--- config.mk ---
export PLATFORM = sky130hd
export DESIGN_NAME = cwd_decoder
export DESIGN_NICKNAME = d
export VERILOG_FILES = /design/src/rtl/cwd_pkg.sv /design/src/rtl/cwd_decoder.sv
export SDC_FILE = /design/constraint.sdc
export NUM_CORES = 1
export LEC_CHECK = 0
export ABC_CLOCK_PERIOD_IN_PS = 2200
export CAP_MARGIN = 40
export CORE_AREA = 2 2 81 83
export CTS_CLUSTER_SIZE = 10
export DETAILED_ROUTE_END_ITERATION = 12
export DIE_AREA = 0 0 83 85
export DONT_BUFFER_PORTS = 1
export MAX_ROUTING_LAYER = met4
export SLEW_MARGIN = 20
export SYNTH_ARGS = -nofsm -noshare
export SYNTH_HDL_FRONTEND = slang
export SYNTH_SLANG_ARGS = --single-unit
--- constraint.sdc ---
create_clock -name aclk -period 2.2 [get_ports aclk]
set_clock_uncertainty 0.15 [all_clocks]
set_input_delay 0.55 -clock aclk [delete_from_list [all_inputs] [get_ports aclk]]
set_output_delay 0.55 -clock aclk [all_outputs]
set_load 0.03 [all_outputs]
--- src/rtl/cwd_pkg.sv ---
// Package of the configuration word decoder: map, field layout, codes.
// Assumes a 32-bit AXI4-Lite bus whose word index is the byte address over four.
package cwd_pkg;

  // Word indices; the byte address is four times the index.
  localparam logic [13:0] CWD_IDX_CFG  = 14'h2007;
  localparam logic [13:0] CWD_IDX_CTRL = 14'h2010;
  localparam logic [13:0] CWD_IDX_STAT = 14'h2011;

  localparam int          CWD_ADDR_W   = 16;
  localparam int          CWD_WORD_W   = 14;
  localparam logic [13:0] CWD_ERASED   = 14'h3FFF;
  localparam logic [1:0]  CWD_OKAY     = 2'h0;
  localparam logic [1:0]  CWD_SLVERR   = 2'h2;

  // Default field positions inside the word.
  localparam int CWD_OSC_LO   = 0;
  localparam int CWD_WDT_POS  = 3;
  localparam int CWD_PWT_POS  = 4;
  localparam int CWD_CP_LO    = 5;
  localparam int CWD_BOR_POS  = 7;
  localparam int CWD_RST_POS  = 8;
  localparam int CWD_DP_POS   = 9;

  // Control register: bit 0 requests an erase of the word.
  localparam int CWD_CTRL_ERASE = 0;

  // Memory technology behind the word.
  typedef enum logic [1:0] {
    CWD_TECH_ROM   = 2'b00,
    CWD_TECH_OTP   = 2'b01,
    CWD_TECH_EPROM = 2'b10,
    CWD_TECH_FLASH = 2'b11
  } cwd_tech_e;

  typedef enum logic [1:0] {
    CWD_CP_ALL    = 2'b00,
    CWD_CP_PART_B = 2'b01,
    CWD_CP_PART_A = 2'b10,
    CWD_CP_OFF    = 2'b11
  } cwd_cp_e;

  typedef enum logic [3:0] {
    CWD_OSC_LP       = 4'h0,
    CWD_OSC_XT       = 4'h1,
    CWD_OSC_HS       = 4'h2,
    CWD_OSC_RSVD     = 4'h3,
    CWD_OSC_INT      = 4'h4,
    CWD_OSC_INT_CLK  = 4'h5,
    CWD_OSC_EXT      = 4'h6,
    CWD_OSC_EXT_CLK  = 4'h7,
    CWD_OSC_RC       = 4'h8
  } cwd_osc_e;

  typedef enum logic {
    CWD_ST_LOAD = 1'b0,
    CWD_ST_HOLD = 1'b1
  } cwd_state_e;

  // Decoded mode controls handed to the rest of the device.
  typedef struct packed {
    cwd_cp_e  code_protect;
    logic     data_eeprom_protect;
    logic     brownout_reset_en;
    logic     powerup_timer_en;
    logic     external_reset_pin_en;
    logic     internal_reset_tied;
    logic     watchdog_en;
    cwd_osc_e osc_mode;
    logic     clock_output_en;
  } cwd_modes_s;

endpackage

--- src/rtl/cwd_decoder.sv ---
// Configuration word store and decoder with an AXI4-Lite programming port.
// Assumes aresetn is the power-on reset and prog_mode comes from the
// programming entry logic, synchronous to aclk.
//
// Notes on behaviour
// The word sits at program address 2007h; the programmer writes it there.
// The word is reachable only in programming mode, never by running code.
// Programmed bits read as 0, erased bits read as 1.
// Modes are selected at power-up from the stored word.
// In one-time parts a bit programmed to 0 never returns to 1.
// Windowed parts erase the word only by UV erase, clearing program memory too.
// Flash parts erase and reprogram the word any number of times.
// Two-bit protect: 11 off, 00 all, 10 and 01 partial levels.
// Single protect bit: 1 off, 0 protection on.
// Data EEPROM protect: 1 unprotected, 0 protected.
// Brown-out reset enable: 1 on, 0 off.
// Brown-out reset enabled forces the power-up timer on.
// Power-up timer enable is active low.
// Reset pin bit: 1 external reset, 0 digital I/O with reset tied high.
// Watchdog enable: 1 on, 0 off.
// Two-bit oscillator: 11 RC, 10 HS crystal, 01 crystal, 00 low power.
// Three-bit oscillator codes map EXT/INT RC, clock out, reserved, crystals.
// Unimplemented word positions always read as 1.
// Word captured once after power-on reset; decoded modes held until next.
//
// Our own choices: register access over AXI4-Lite and the placing of the registers.
`timescale 1ns/100ps

module cwd_decoder #(
  parameter cwd_pkg::cwd_tech_e TECH      = cwd_pkg::CWD_TECH_FLASH,
  parameter bit                 WIDE_OSC  = 1'b1,
  parameter bit                 SINGLE_CP = 1'b0,
  parameter logic [13:0]        INIT_WORD = 14'h3FFF,
  parameter logic [13:0]        IMPL_MASK = 14'h03FF,
  parameter int                 OSC_LO    = cwd_pkg::CWD_OSC_LO,
  parameter int                 WDT_POS   = cwd_pkg::CWD_WDT_POS,
  parameter int                 PWT_POS   = cwd_pkg::CWD_PWT_POS,
  parameter int                 CP_LO     = cwd_pkg::CWD_CP_LO,
  parameter int                 BOR_POS   = cwd_pkg::CWD_BOR_POS,
  parameter int                 RST_POS   = cwd_pkg::CWD_RST_POS,
  parameter int                 DP_POS    = cwd_pkg::CWD_DP_POS
) (
  input  wire logic               aclk,
  input  wire logic               aresetn,
  input  wire logic [15:0]        s_axi_awaddr,
  input  wire logic               s_axi_awvalid,
  output logic                    s_axi_awready,
  input  wire logic [31:0]        s_axi_wdata,
  input  wire logic [3:0]         s_axi_wstrb,
  input  wire logic               s_axi_wvalid,
  output logic                    s_axi_wready,
  output logic [1:0]              s_axi_bresp,
  output logic                    s_axi_bvalid,
  input  wire logic               s_axi_bready,
  input  wire logic [15:0]        s_axi_araddr,
  input  wire logic               s_axi_arvalid,
  output logic                    s_axi_arready,
  output logic [31:0]             s_axi_rdata,
  output logic [1:0]              s_axi_rresp,
  output logic                    s_axi_rvalid,
  input  wire logic               s_axi_rready,
  input  wire logic               prog_mode,
  output cwd_pkg::cwd_modes_s     modes,
  output logic                    modes_valid,
  output logic                    prog_mem_erase
);
  import cwd_pkg::*;

  // Nonvolatile word and the captured, decoded modes.
  logic [13:0] cfg_q;
  logic [13:0] cfg_d;
  cwd_modes_s  modes_q;
  cwd_modes_s  modes_d;
  cwd_state_e  state_q;
  logic        erase_q;

  // Write channel holding registers.
  logic        aw_have_q;
  logic [13:0] aw_idx_q;
  logic        w_have_q;
  logic [31:0] wdata_q;
  logic [3:0]  wstrb_q;
  logic        bvalid_q;
  logic [1:0]  bresp_q;

  // Read channel registers.
  logic        rvalid_q;
  logic [31:0] rdata_q;
  logic [1:0]  rresp_q;

  logic        wr_go;
  logic        wr_cfg;
  logic        wr_ctrl;
  logic        wr_ok;
  logic        do_erase;
  logic [13:0] lane_m;
  logic [13:0] new_word;
  logic [13:0] rd_idx;
  logic [31:0] rd_data;
  logic [1:0]  rd_resp;

  // Address and data are accepted independently; both stall while a
  // response waits, so at most one write is in flight.
  assign s_axi_awready = !aw_have_q && !bvalid_q;
  assign s_axi_wready  = !w_have_q && !bvalid_q;
  assign s_axi_bvalid  = bvalid_q;
  assign s_axi_bresp   = bresp_q;
  assign s_axi_arready = !rvalid_q;
  assign s_axi_rvalid  = rvalid_q;
  assign s_axi_rdata   = rdata_q;
  assign s_axi_rresp   = rresp_q;

  assign modes          = modes_q;
  assign modes_valid    = (state_q == CWD_ST_HOLD);
  assign prog_mem_erase = erase_q;

  // Write address capture.
  always_ff @(posedge aclk) begin
    if (!aresetn) begin
      aw_have_q <= 1'b0;
      aw_idx_q  <= 14'h0000;
    end else if (s_axi_awvalid && s_axi_awready) begin
      aw_have_q <= 1'b1;
      aw_idx_q  <= s_axi_awaddr[15:2];
    end else if (wr_go) begin
      aw_have_q <= 1'b0;
    end
  end

  // Write data capture.
  always_ff @(posedge aclk) begin
    if (!aresetn) begin
      w_have_q <= 1'b0;
      wdata_q  <= 32'h00000000;
      wstrb_q  <= 4'h0;
    end else if (s_axi_wvalid && s_axi_wready) begin
      w_have_q <= 1'b1;
      wdata_q  <= s_axi_wdata;
      wstrb_q  <= s_axi_wstrb;
    end else if (wr_go) begin
      w_have_q <= 1'b0;
    end
  end

  // Write decode. Outside programming mode the word and control register
  // refuse every access, so running code cannot touch them.
  assign wr_go   = aw_have_q && w_have_q && !bvalid_q;
  assign wr_cfg  = (aw_idx_q == CWD_IDX_CFG);
  assign wr_ctrl = (aw_idx_q == CWD_IDX_CTRL);
  assign do_erase = wr_go && wr_ctrl && prog_mode && wstrb_q[0]
                    && wdata_q[CWD_CTRL_ERASE]
                    && (TECH == CWD_TECH_EPROM || TECH == CWD_TECH_FLASH);
  always_comb begin
    wr_ok = 1'b0;
    if (prog_mode) begin
      if (wr_cfg) begin
        wr_ok = (TECH != CWD_TECH_ROM);
      end else if (wr_ctrl) begin
        wr_ok = (TECH == CWD_TECH_EPROM || TECH == CWD_TECH_FLASH)
                || !(wstrb_q[0] && wdata_q[CWD_CTRL_ERASE]);
      end
    end
  end

  // Byte lanes 0 and 1 cover the fourteen word bits.
  assign lane_m = {{6{wstrb_q[1]}}, {8{wstrb_q[0]}}};

  // Next word value. One-time and windowed cells can only be pulled from
  // 1 to 0 by programming; flash cells take the written value outright.
  always_comb begin
    new_word = cfg_q;
    case (TECH)
      CWD_TECH_OTP, CWD_TECH_EPROM: begin
        new_word = cfg_q & (wdata_q[13:0] | ~lane_m);
      end
      CWD_TECH_FLASH: begin
        new_word = (cfg_q & ~lane_m) | (wdata_q[13:0] & lane_m);
      end
      default: begin
        new_word = cfg_q;
      end
    endcase
  end

  // Erase returns the word to all ones; unimplemented bits stay at 1.
  always_comb begin
    cfg_d = cfg_q;
    if (do_erase) begin
      cfg_d = CWD_ERASED;  // see R6
    end else if (wr_go && wr_cfg && wr_ok) begin
      cfg_d = new_word;
    end
    cfg_d = cfg_d | ~IMPL_MASK;
  end

  // The word models nonvolatile cells: its power-up content is INIT_WORD,
  // standing in for what the cells held when power was removed.
  always_ff @(posedge aclk) begin
    if (!aresetn) begin
      cfg_q <= INIT_WORD | ~IMPL_MASK;
    end else begin
      cfg_q <= cfg_d;
    end
  end

  // A windowed erase also wipes program memory; flash erase does not.
  always_ff @(posedge aclk) begin
    if (!aresetn) begin
      erase_q <= 1'b0;
    end else begin
      erase_q <= do_erase && (TECH == CWD_TECH_EPROM);
    end
  end

  // Write response, held until the master takes it.
  always_ff @(posedge aclk) begin
    if (!aresetn) begin
      bvalid_q <= 1'b0;
      bresp_q  <= CWD_OKAY;
    end else if (wr_go) begin
      bvalid_q <= 1'b1;
      bresp_q  <= wr_ok ? CWD_OKAY : CWD_SLVERR;
    end else if (s_axi_bready) begin
      bvalid_q <= 1'b0;
    end
  end

  // Read decode. The word reads back raw: programmed bits as 0 and
  // erased or unimplemented bits as 1.
  assign rd_idx = s_axi_araddr[15:2];
  always_comb begin
    rd_data = 32'h00000000;
    rd_resp = CWD_OKAY;
    if (rd_idx == CWD_IDX_CFG) begin
      if (prog_mode) begin
        rd_data = {18'h00000, cfg_q};  // see R3
      end else begin
        rd_resp = CWD_SLVERR;
      end
    end else if (rd_idx == CWD_IDX_STAT) begin
      rd_data = {28'h0000000, TECH, modes_valid, prog_mode};
    end else if (rd_idx == CWD_IDX_CTRL) begin
      rd_resp = prog_mode ? CWD_OKAY : CWD_SLVERR;
    end else begin
      rd_resp = CWD_SLVERR;
    end
  end

  // Read response, one cycle after the address is taken.
  always_ff @(posedge aclk) begin
    if (!aresetn) begin
      rvalid_q <= 1'b0;
      rdata_q  <= 32'h00000000;
      rresp_q  <= CWD_OKAY;
    end else if (s_axi_arvalid && s_axi_arready) begin
      rvalid_q <= 1'b1;
      rdata_q  <= rd_data;
      rresp_q  <= rd_resp;
    end else if (s_axi_rready) begin
      rvalid_q <= 1'b0;
    end
  end

  // Decode of the stored word into mode controls.
  always_comb begin
    modes_d = '0;
    if (SINGLE_CP) begin
      modes_d.code_protect = cfg_q[CP_LO] ? CWD_CP_OFF : CWD_CP_ALL;
    end else begin
      modes_d.code_protect = cwd_cp_e'(cfg_q[CP_LO +: 2]);
    end
    modes_d.data_eeprom_protect = !cfg_q[DP_POS];
    modes_d.brownout_reset_en   = cfg_q[BOR_POS];
    // Brown-out reset cannot work without the power-up delay behind it.
    modes_d.powerup_timer_en    = !cfg_q[PWT_POS]
                                  || cfg_q[BOR_POS];
    modes_d.external_reset_pin_en = cfg_q[RST_POS];
    modes_d.internal_reset_tied   = !cfg_q[RST_POS];
    modes_d.watchdog_en           = cfg_q[WDT_POS];
    if (WIDE_OSC) begin
      modes_d.osc_mode = cwd_osc_e'({1'b0, cfg_q[OSC_LO +: 3]});
      modes_d.clock_output_en = cfg_q[OSC_LO + 2] && cfg_q[OSC_LO];
    end else begin
      case (cfg_q[OSC_LO +: 2])
        2'b11:   modes_d.osc_mode = CWD_OSC_RC;
        2'b10:   modes_d.osc_mode = CWD_OSC_HS;
        2'b01:   modes_d.osc_mode = CWD_OSC_XT;
        default: modes_d.osc_mode = CWD_OSC_LP;
      endcase
    end
  end

  // Capture once at the first edge after reset release, then hold.
  // Later reprogramming never reaches the modes: power-on reset reloads INIT_WORD before the next capture.
  always_ff @(posedge aclk) begin
    if (!aresetn) begin
      state_q <= CWD_ST_LOAD;
      modes_q <= '0;
    end else begin
      case (state_q)
        CWD_ST_LOAD: begin
          modes_q <= modes_d;  // see R4
          state_q <= CWD_ST_HOLD;
        end
        CWD_ST_HOLD: begin
          state_q <= CWD_ST_HOLD;
        end
        default: begin
          state_q <= CWD_ST_LOAD;
        end
      endcase
    end
  end

endmodule

Word level (Yosys, flattened, before mapping) --
Index checks and enable logic that the tools add are counted. W data, S select, Z words.
Word-level totals: logic and storage cells 78, output and inout bits 56, bits in registers 97
Operators by class: bitwise operators 5, mux-type cells 19, equality and inequality tests 5, reduce and logical (&&, ||, !) cells 27
Operator list (number):
- $eq A14 B14 Y1 const B | 5
- $mux W32 | 1
- $and A14 B14 Y14 | 2
- $logic_and A1 B1 Y1 | 14
- $mux W14 | 1
- $not A14 Y14 | 1
- $or A14 B14 Y14 | 1
- $mux W1 | 11
- $mux W2 | 5
- $reduce_bool A2 Y1 | 4
- $logic_not A1 Y1 | 7
- $mux W4 | 1
- $reduce_or A2 Y1 | 1
- $logic_or A1 B1 Y1 | 1
- $not A1 Y1 | 1

Longest topological paths before layout --
word-level depth 7, depth in mapped cells 6

Worst setup path after synthesis --
Ideal clock, no wire load.
path kind flip-flop to flip-flop, start register bvalid_q (netlist: s_axi_bvalid), end register wdata_q[2], setup slack 0.341 ns, setup time 0.070 ns, buffers on the path 1, cell stages (with the launch flop) 6, arrival 1.638 ns, period minus slack after synthesis 1.859 ns, data required time 1.980 ns, cells stage by stage dfxtp_1 > nor2_1 > and2_1 > clkbuf_1 > nand2_1 > a21oi_1
On the way: longest elaborated chain between the ends 3
RTL lines:
- from (decl) | RTL line cwd_decoder.sv:83 | logic bvalid_q;
- from (signal assigned) | RTL line cwd_decoder.sv:218 | bvalid_q <= 1'b0;
- from (signal assigned) | RTL line cwd_decoder.sv:221 | bvalid_q <= 1'b1;
- from (signal assigned) | RTL line cwd_decoder.sv:224 | bvalid_q <= 1'b0;
- $logic_not A1 Y1 | RTL line cwd_decoder.sv:105 | assign s_axi_wready = !w_have_q && !bvalid_q;
- $logic_and A1 B1 Y1 | RTL line cwd_decoder.sv:105
- named net s_axi_wready | RTL line cwd_decoder.sv:51 | output logic s_axi_wready,
- $logic_and A1 B1 Y1 | RTL line cwd_decoder.sv:136 | end else if (s_axi_wvalid && s_axi_wready) begin
- to (signal assigned) | RTL line cwd_decoder.sv:138 | wdata_q <= s_axi_wdata;
- to (decl) | RTL line cwd_decoder.sv:81 | logic [31:0] wdata_q;
The timed path passes the listed nets, and every way through them passes these cells. A chain may end at the register's enable or synchronous reset.

Worst setup path in the final report --
start register bvalid_q (netlist: s_axi_bvalid), end output port s_axi_awready
On the way: longest elaborated chain between the ends 2
RTL lines:
- $logic_not A1 Y1 | RTL line cwd_decoder.sv:104 | assign s_axi_awready = !aw_have_q && !bvalid_q;
- $logic_and A1 B1 Y1 | RTL line cwd_decoder.sv:104
- to (decl) | RTL line cwd_decoder.sv:47 | output logic s_axi_awready,
Every way passes these cells.

==> results.sh <==
export IMPL_status="finished, final reports clean"
export IMPL_cts_root_buffer="clkbuf_8"
export IMPL_seqPwrFrac=0.514
export IMPL_grt_overflow_total=0
export IMPL_fin_crit_ns=1.90
export IMPL_nets=373
export IMPL_grt_pass1_wl_mm=9.09
export IMPL_wl_per_cell_um=14.3
export IMPL_synth_most_common_cell="dfxtp_1"
export IMPL_slowest_stage="dfxtp_1"
export IMPL_rsz0062_at_grt="false"
export IMPL_gp_congestion=0.775
export IMPL_coreArea_mm2=0.00620
export IMPL_crit_arrival_ns=1.20
export IMPL_drc=0
export IMPL_clockBufferDepth=2
export IMPL_clock_latency_ns=0.33
export IMPL_cts_resized_gates=0
export IMPL_die_w_um=83
export IMPL_peakVddDrop_v=0.000670
export IMPL_leakagePower_nw=1.18
export IMPL_cts_setup_buffers=0
export IMPL_port_buffers=0
export IMPL_async_flop_share=0
export IMPL_placed_cell_area_mm2=0.00271
export IMPL_grt_pass1_vias=1892
export IMPL_regArea_mm2=0.00132
export IMPL_io_pins=132
export IMPL_path_class="reg -> out"
export IMPL_num_vias=1953
export IMPL_cap_violations=0
export IMPL_synth_commonest_cells="dfxtp_1 (66), nand2_1 (58), a21oi_1 (34), buf_4 (25), nor2_1 (22)"
export IMPL_setup_slack_ns=0.305
export IMPL_antenna_found_initial=0
export IMPL_dr_pass1_iters=4
export IMPL_dp_hpwl_mm=4.04
export IMPL_cpPeakStageDelay_ns=0.31
export IMPL_synth_ff_type="dfxtp_1"
export IMPL_power_density_mw_per_mm2=892
export IMPL_switching_share=0.275
export IMPL_synth_top_cell_area_share=0.490
export IMPL_drive_above_1_share=0.132
export IMPL_slew_limit_headroom=0.588
export IMPL_crit_fanout=6
export IMPL_clkTransAtPathRegs_ns=0.08
export IMPL_gr_usage_all_layers=0.166
export IMPL_cp_end_kind="output port"
export IMPL_cts_tree="done"
export IMPL_dp_cells=363
export IMPL_die_y_um=85
export IMPL_p_int_w=0.00189
export IMPL_antennaDiodeCount=0
export IMPL_finalSetupViolCount=0
export IMPL_critPathBufInv=2
export IMPL_crit_family="buffers and inverters"
export IMPL_avgSynthCellArea_um2=9.24
export IMPL_final_cell_area_mm2=0.00292
export IMPL_finalSetupTns_ns=0
export IMPL_area_delta_synth_final_pct=8.07
export IMPL_tightest_slew_ns=0.618
export IMPL_clock_sinks=66
export IMPL_period_share=0.861
export IMPL_synth_area_leaders="dfxtp_1 (49%), nand2_1 (8.1%), buf_4 (7.0%), a21oi_1 (6.3%), o22a_1 (3.9%)"
export IMPL_hold_viol=0
export IMPL_num_rows=29
export IMPL_pre_cts_slack_ns=0.283
export IMPL_min_path_type="in -> reg"
export IMPL_nFillCells=609
export IMPL_yosysTopAreaCell="dfxtp_1"
export IMPL_hold_buffers=0
export IMPL_initial_core_util=0.435
export IMPL_synth_distinct_cells=35
export IMPL_drt_initial_drc_count=75
export IMPL_cp_common_cell="buf_4"
export IMPL_synth_warnings=0
export IMPL_synth_edf_count=0
export IMPL_clkPwrFrac=0.389
export IMPL_power_switching_w=0.000715
export IMPL_syn_cell_area_mm2=0.00270
export IMPL_htree_num_levels=3
export IMPL_share_comb_of_total_power=0.097
export IMPL_multiInputGateArea_mm2=0.00119
export IMPL_fmax_mhz=528
export IMPL_synth_seq_cells=66
export IMPL_synthCells=292
export IMPL_start_kind="register"
export IMPL_cts_made_buffers=9
export IMPL_die_area_mm2=0.00706
export IMPL_crit_chain="buf_4 > nor2_1 > buf_4"
export IMPL_via_per_inst=5.15
export IMPL_seq_area_frac_synth=0.490
export IMPL_required_ns=1.50
export IMPL_finalWirelength_mm=5.43
export IMPL_ant_nets=0
export IMPL_fin_cells=379
export IMPL_drv_slew=0
export IMPL_grt_start_max_net_pins=16
## power by group through the flow
stage	Combinational, W	Sequential, W	Clock [W]
2_1_floorplan	0.000241	0.00136	0
3_3_place_gp	0.000249	0.00136	0
3_5_place_dp	0.000253	0.00136	0
4_1_cts	0.000253	0.00134	0.00104
5_1_grt	0.000282	0.00134	0.00109
6_report	0.000252	0.00134	0.00101
## cell families (layout without fill, tap and decap cells)
logic type | Yosys count | in the layout | share of synthesized area
muxes | 8 | 8 | 0.0297
other | 1 | 22 | 0.00139
buffers and inverters | 45 | 34 | 0.0993
DFF | 66 | 66 | 0.490
and+or+nand+nor | 103 | 103 | 0.206
AOI/OAI and AO/OA | 69 | 69 | 0.173
## final cells by class
cell class | count | area share
clock buffer | 10 | 0.0472
sequential | 66 | 0.453
tap | 77 | 0.0330
clock inverter | 6 | 0.0219
multi-input combinational | 202 | 0.407
inverter | 7 | 0.00901
timing repair buffer | 11 | 0.0283
## metrics by stage
stage                util  hold slack [ns]  total power, W
floorplan               -            0.279         0.00160
global route        0.470           0.0646         0.00271
CTS                 0.470           0.0722         0.00263
global placement    0.437            0.293         0.00161
detailed placement  0.437            0.294         0.00162
finish              0.470           0.0858         0.00260
## final timing paths
path / startpoint / endpoint / slack, ns / cells after the start
setup / recovery: s_axi_bvalid / s_axi_awready / 0.30 / 3
hold / removal: aresetn / modes_valid / 0.09 / 0
setup reg to reg: aw_idx_q[0] / register / 0.44 / 4
hold reg to reg: aw_idx_q[9] / aw_idx_q[9] / 0.30 / 2
## per-layer routing
layer  wire length, µm  vias up  part of all wire  GRT usage
li1                  -      975                 -          -
met1              2590      904              0.48      0.206
met2              2430       70              0.45      0.248
met3               349        4             0.064     0.0496
met4                69        0             0.013     0.0805
met5                 0        -                 0          -
## layout by cell type (no fill, tap or decap), types with 2 or more instances in the layout
master / n
a221o_1: 2
inv_1: 7
mux2i_1: 8
dfxtp_1: 66
a21oi_1: 34
nand3_1: 2
buf_4: 11
clkinvlp_4: 2
and4b_1: 2
clkbuf_8: 10
nor2b_1: 3
o2bb2ai_1: 2
nand2_1: 58
conb_1: 22
nor2_1: 22
clkinv_2: 2
o21ai_0: 7
nor4_4: 4
a22o_1: 6
o22a_1: 12
nand4_2: 3
and3b_1: 2
Note: power is estimated with default switching activity, not from simulation.
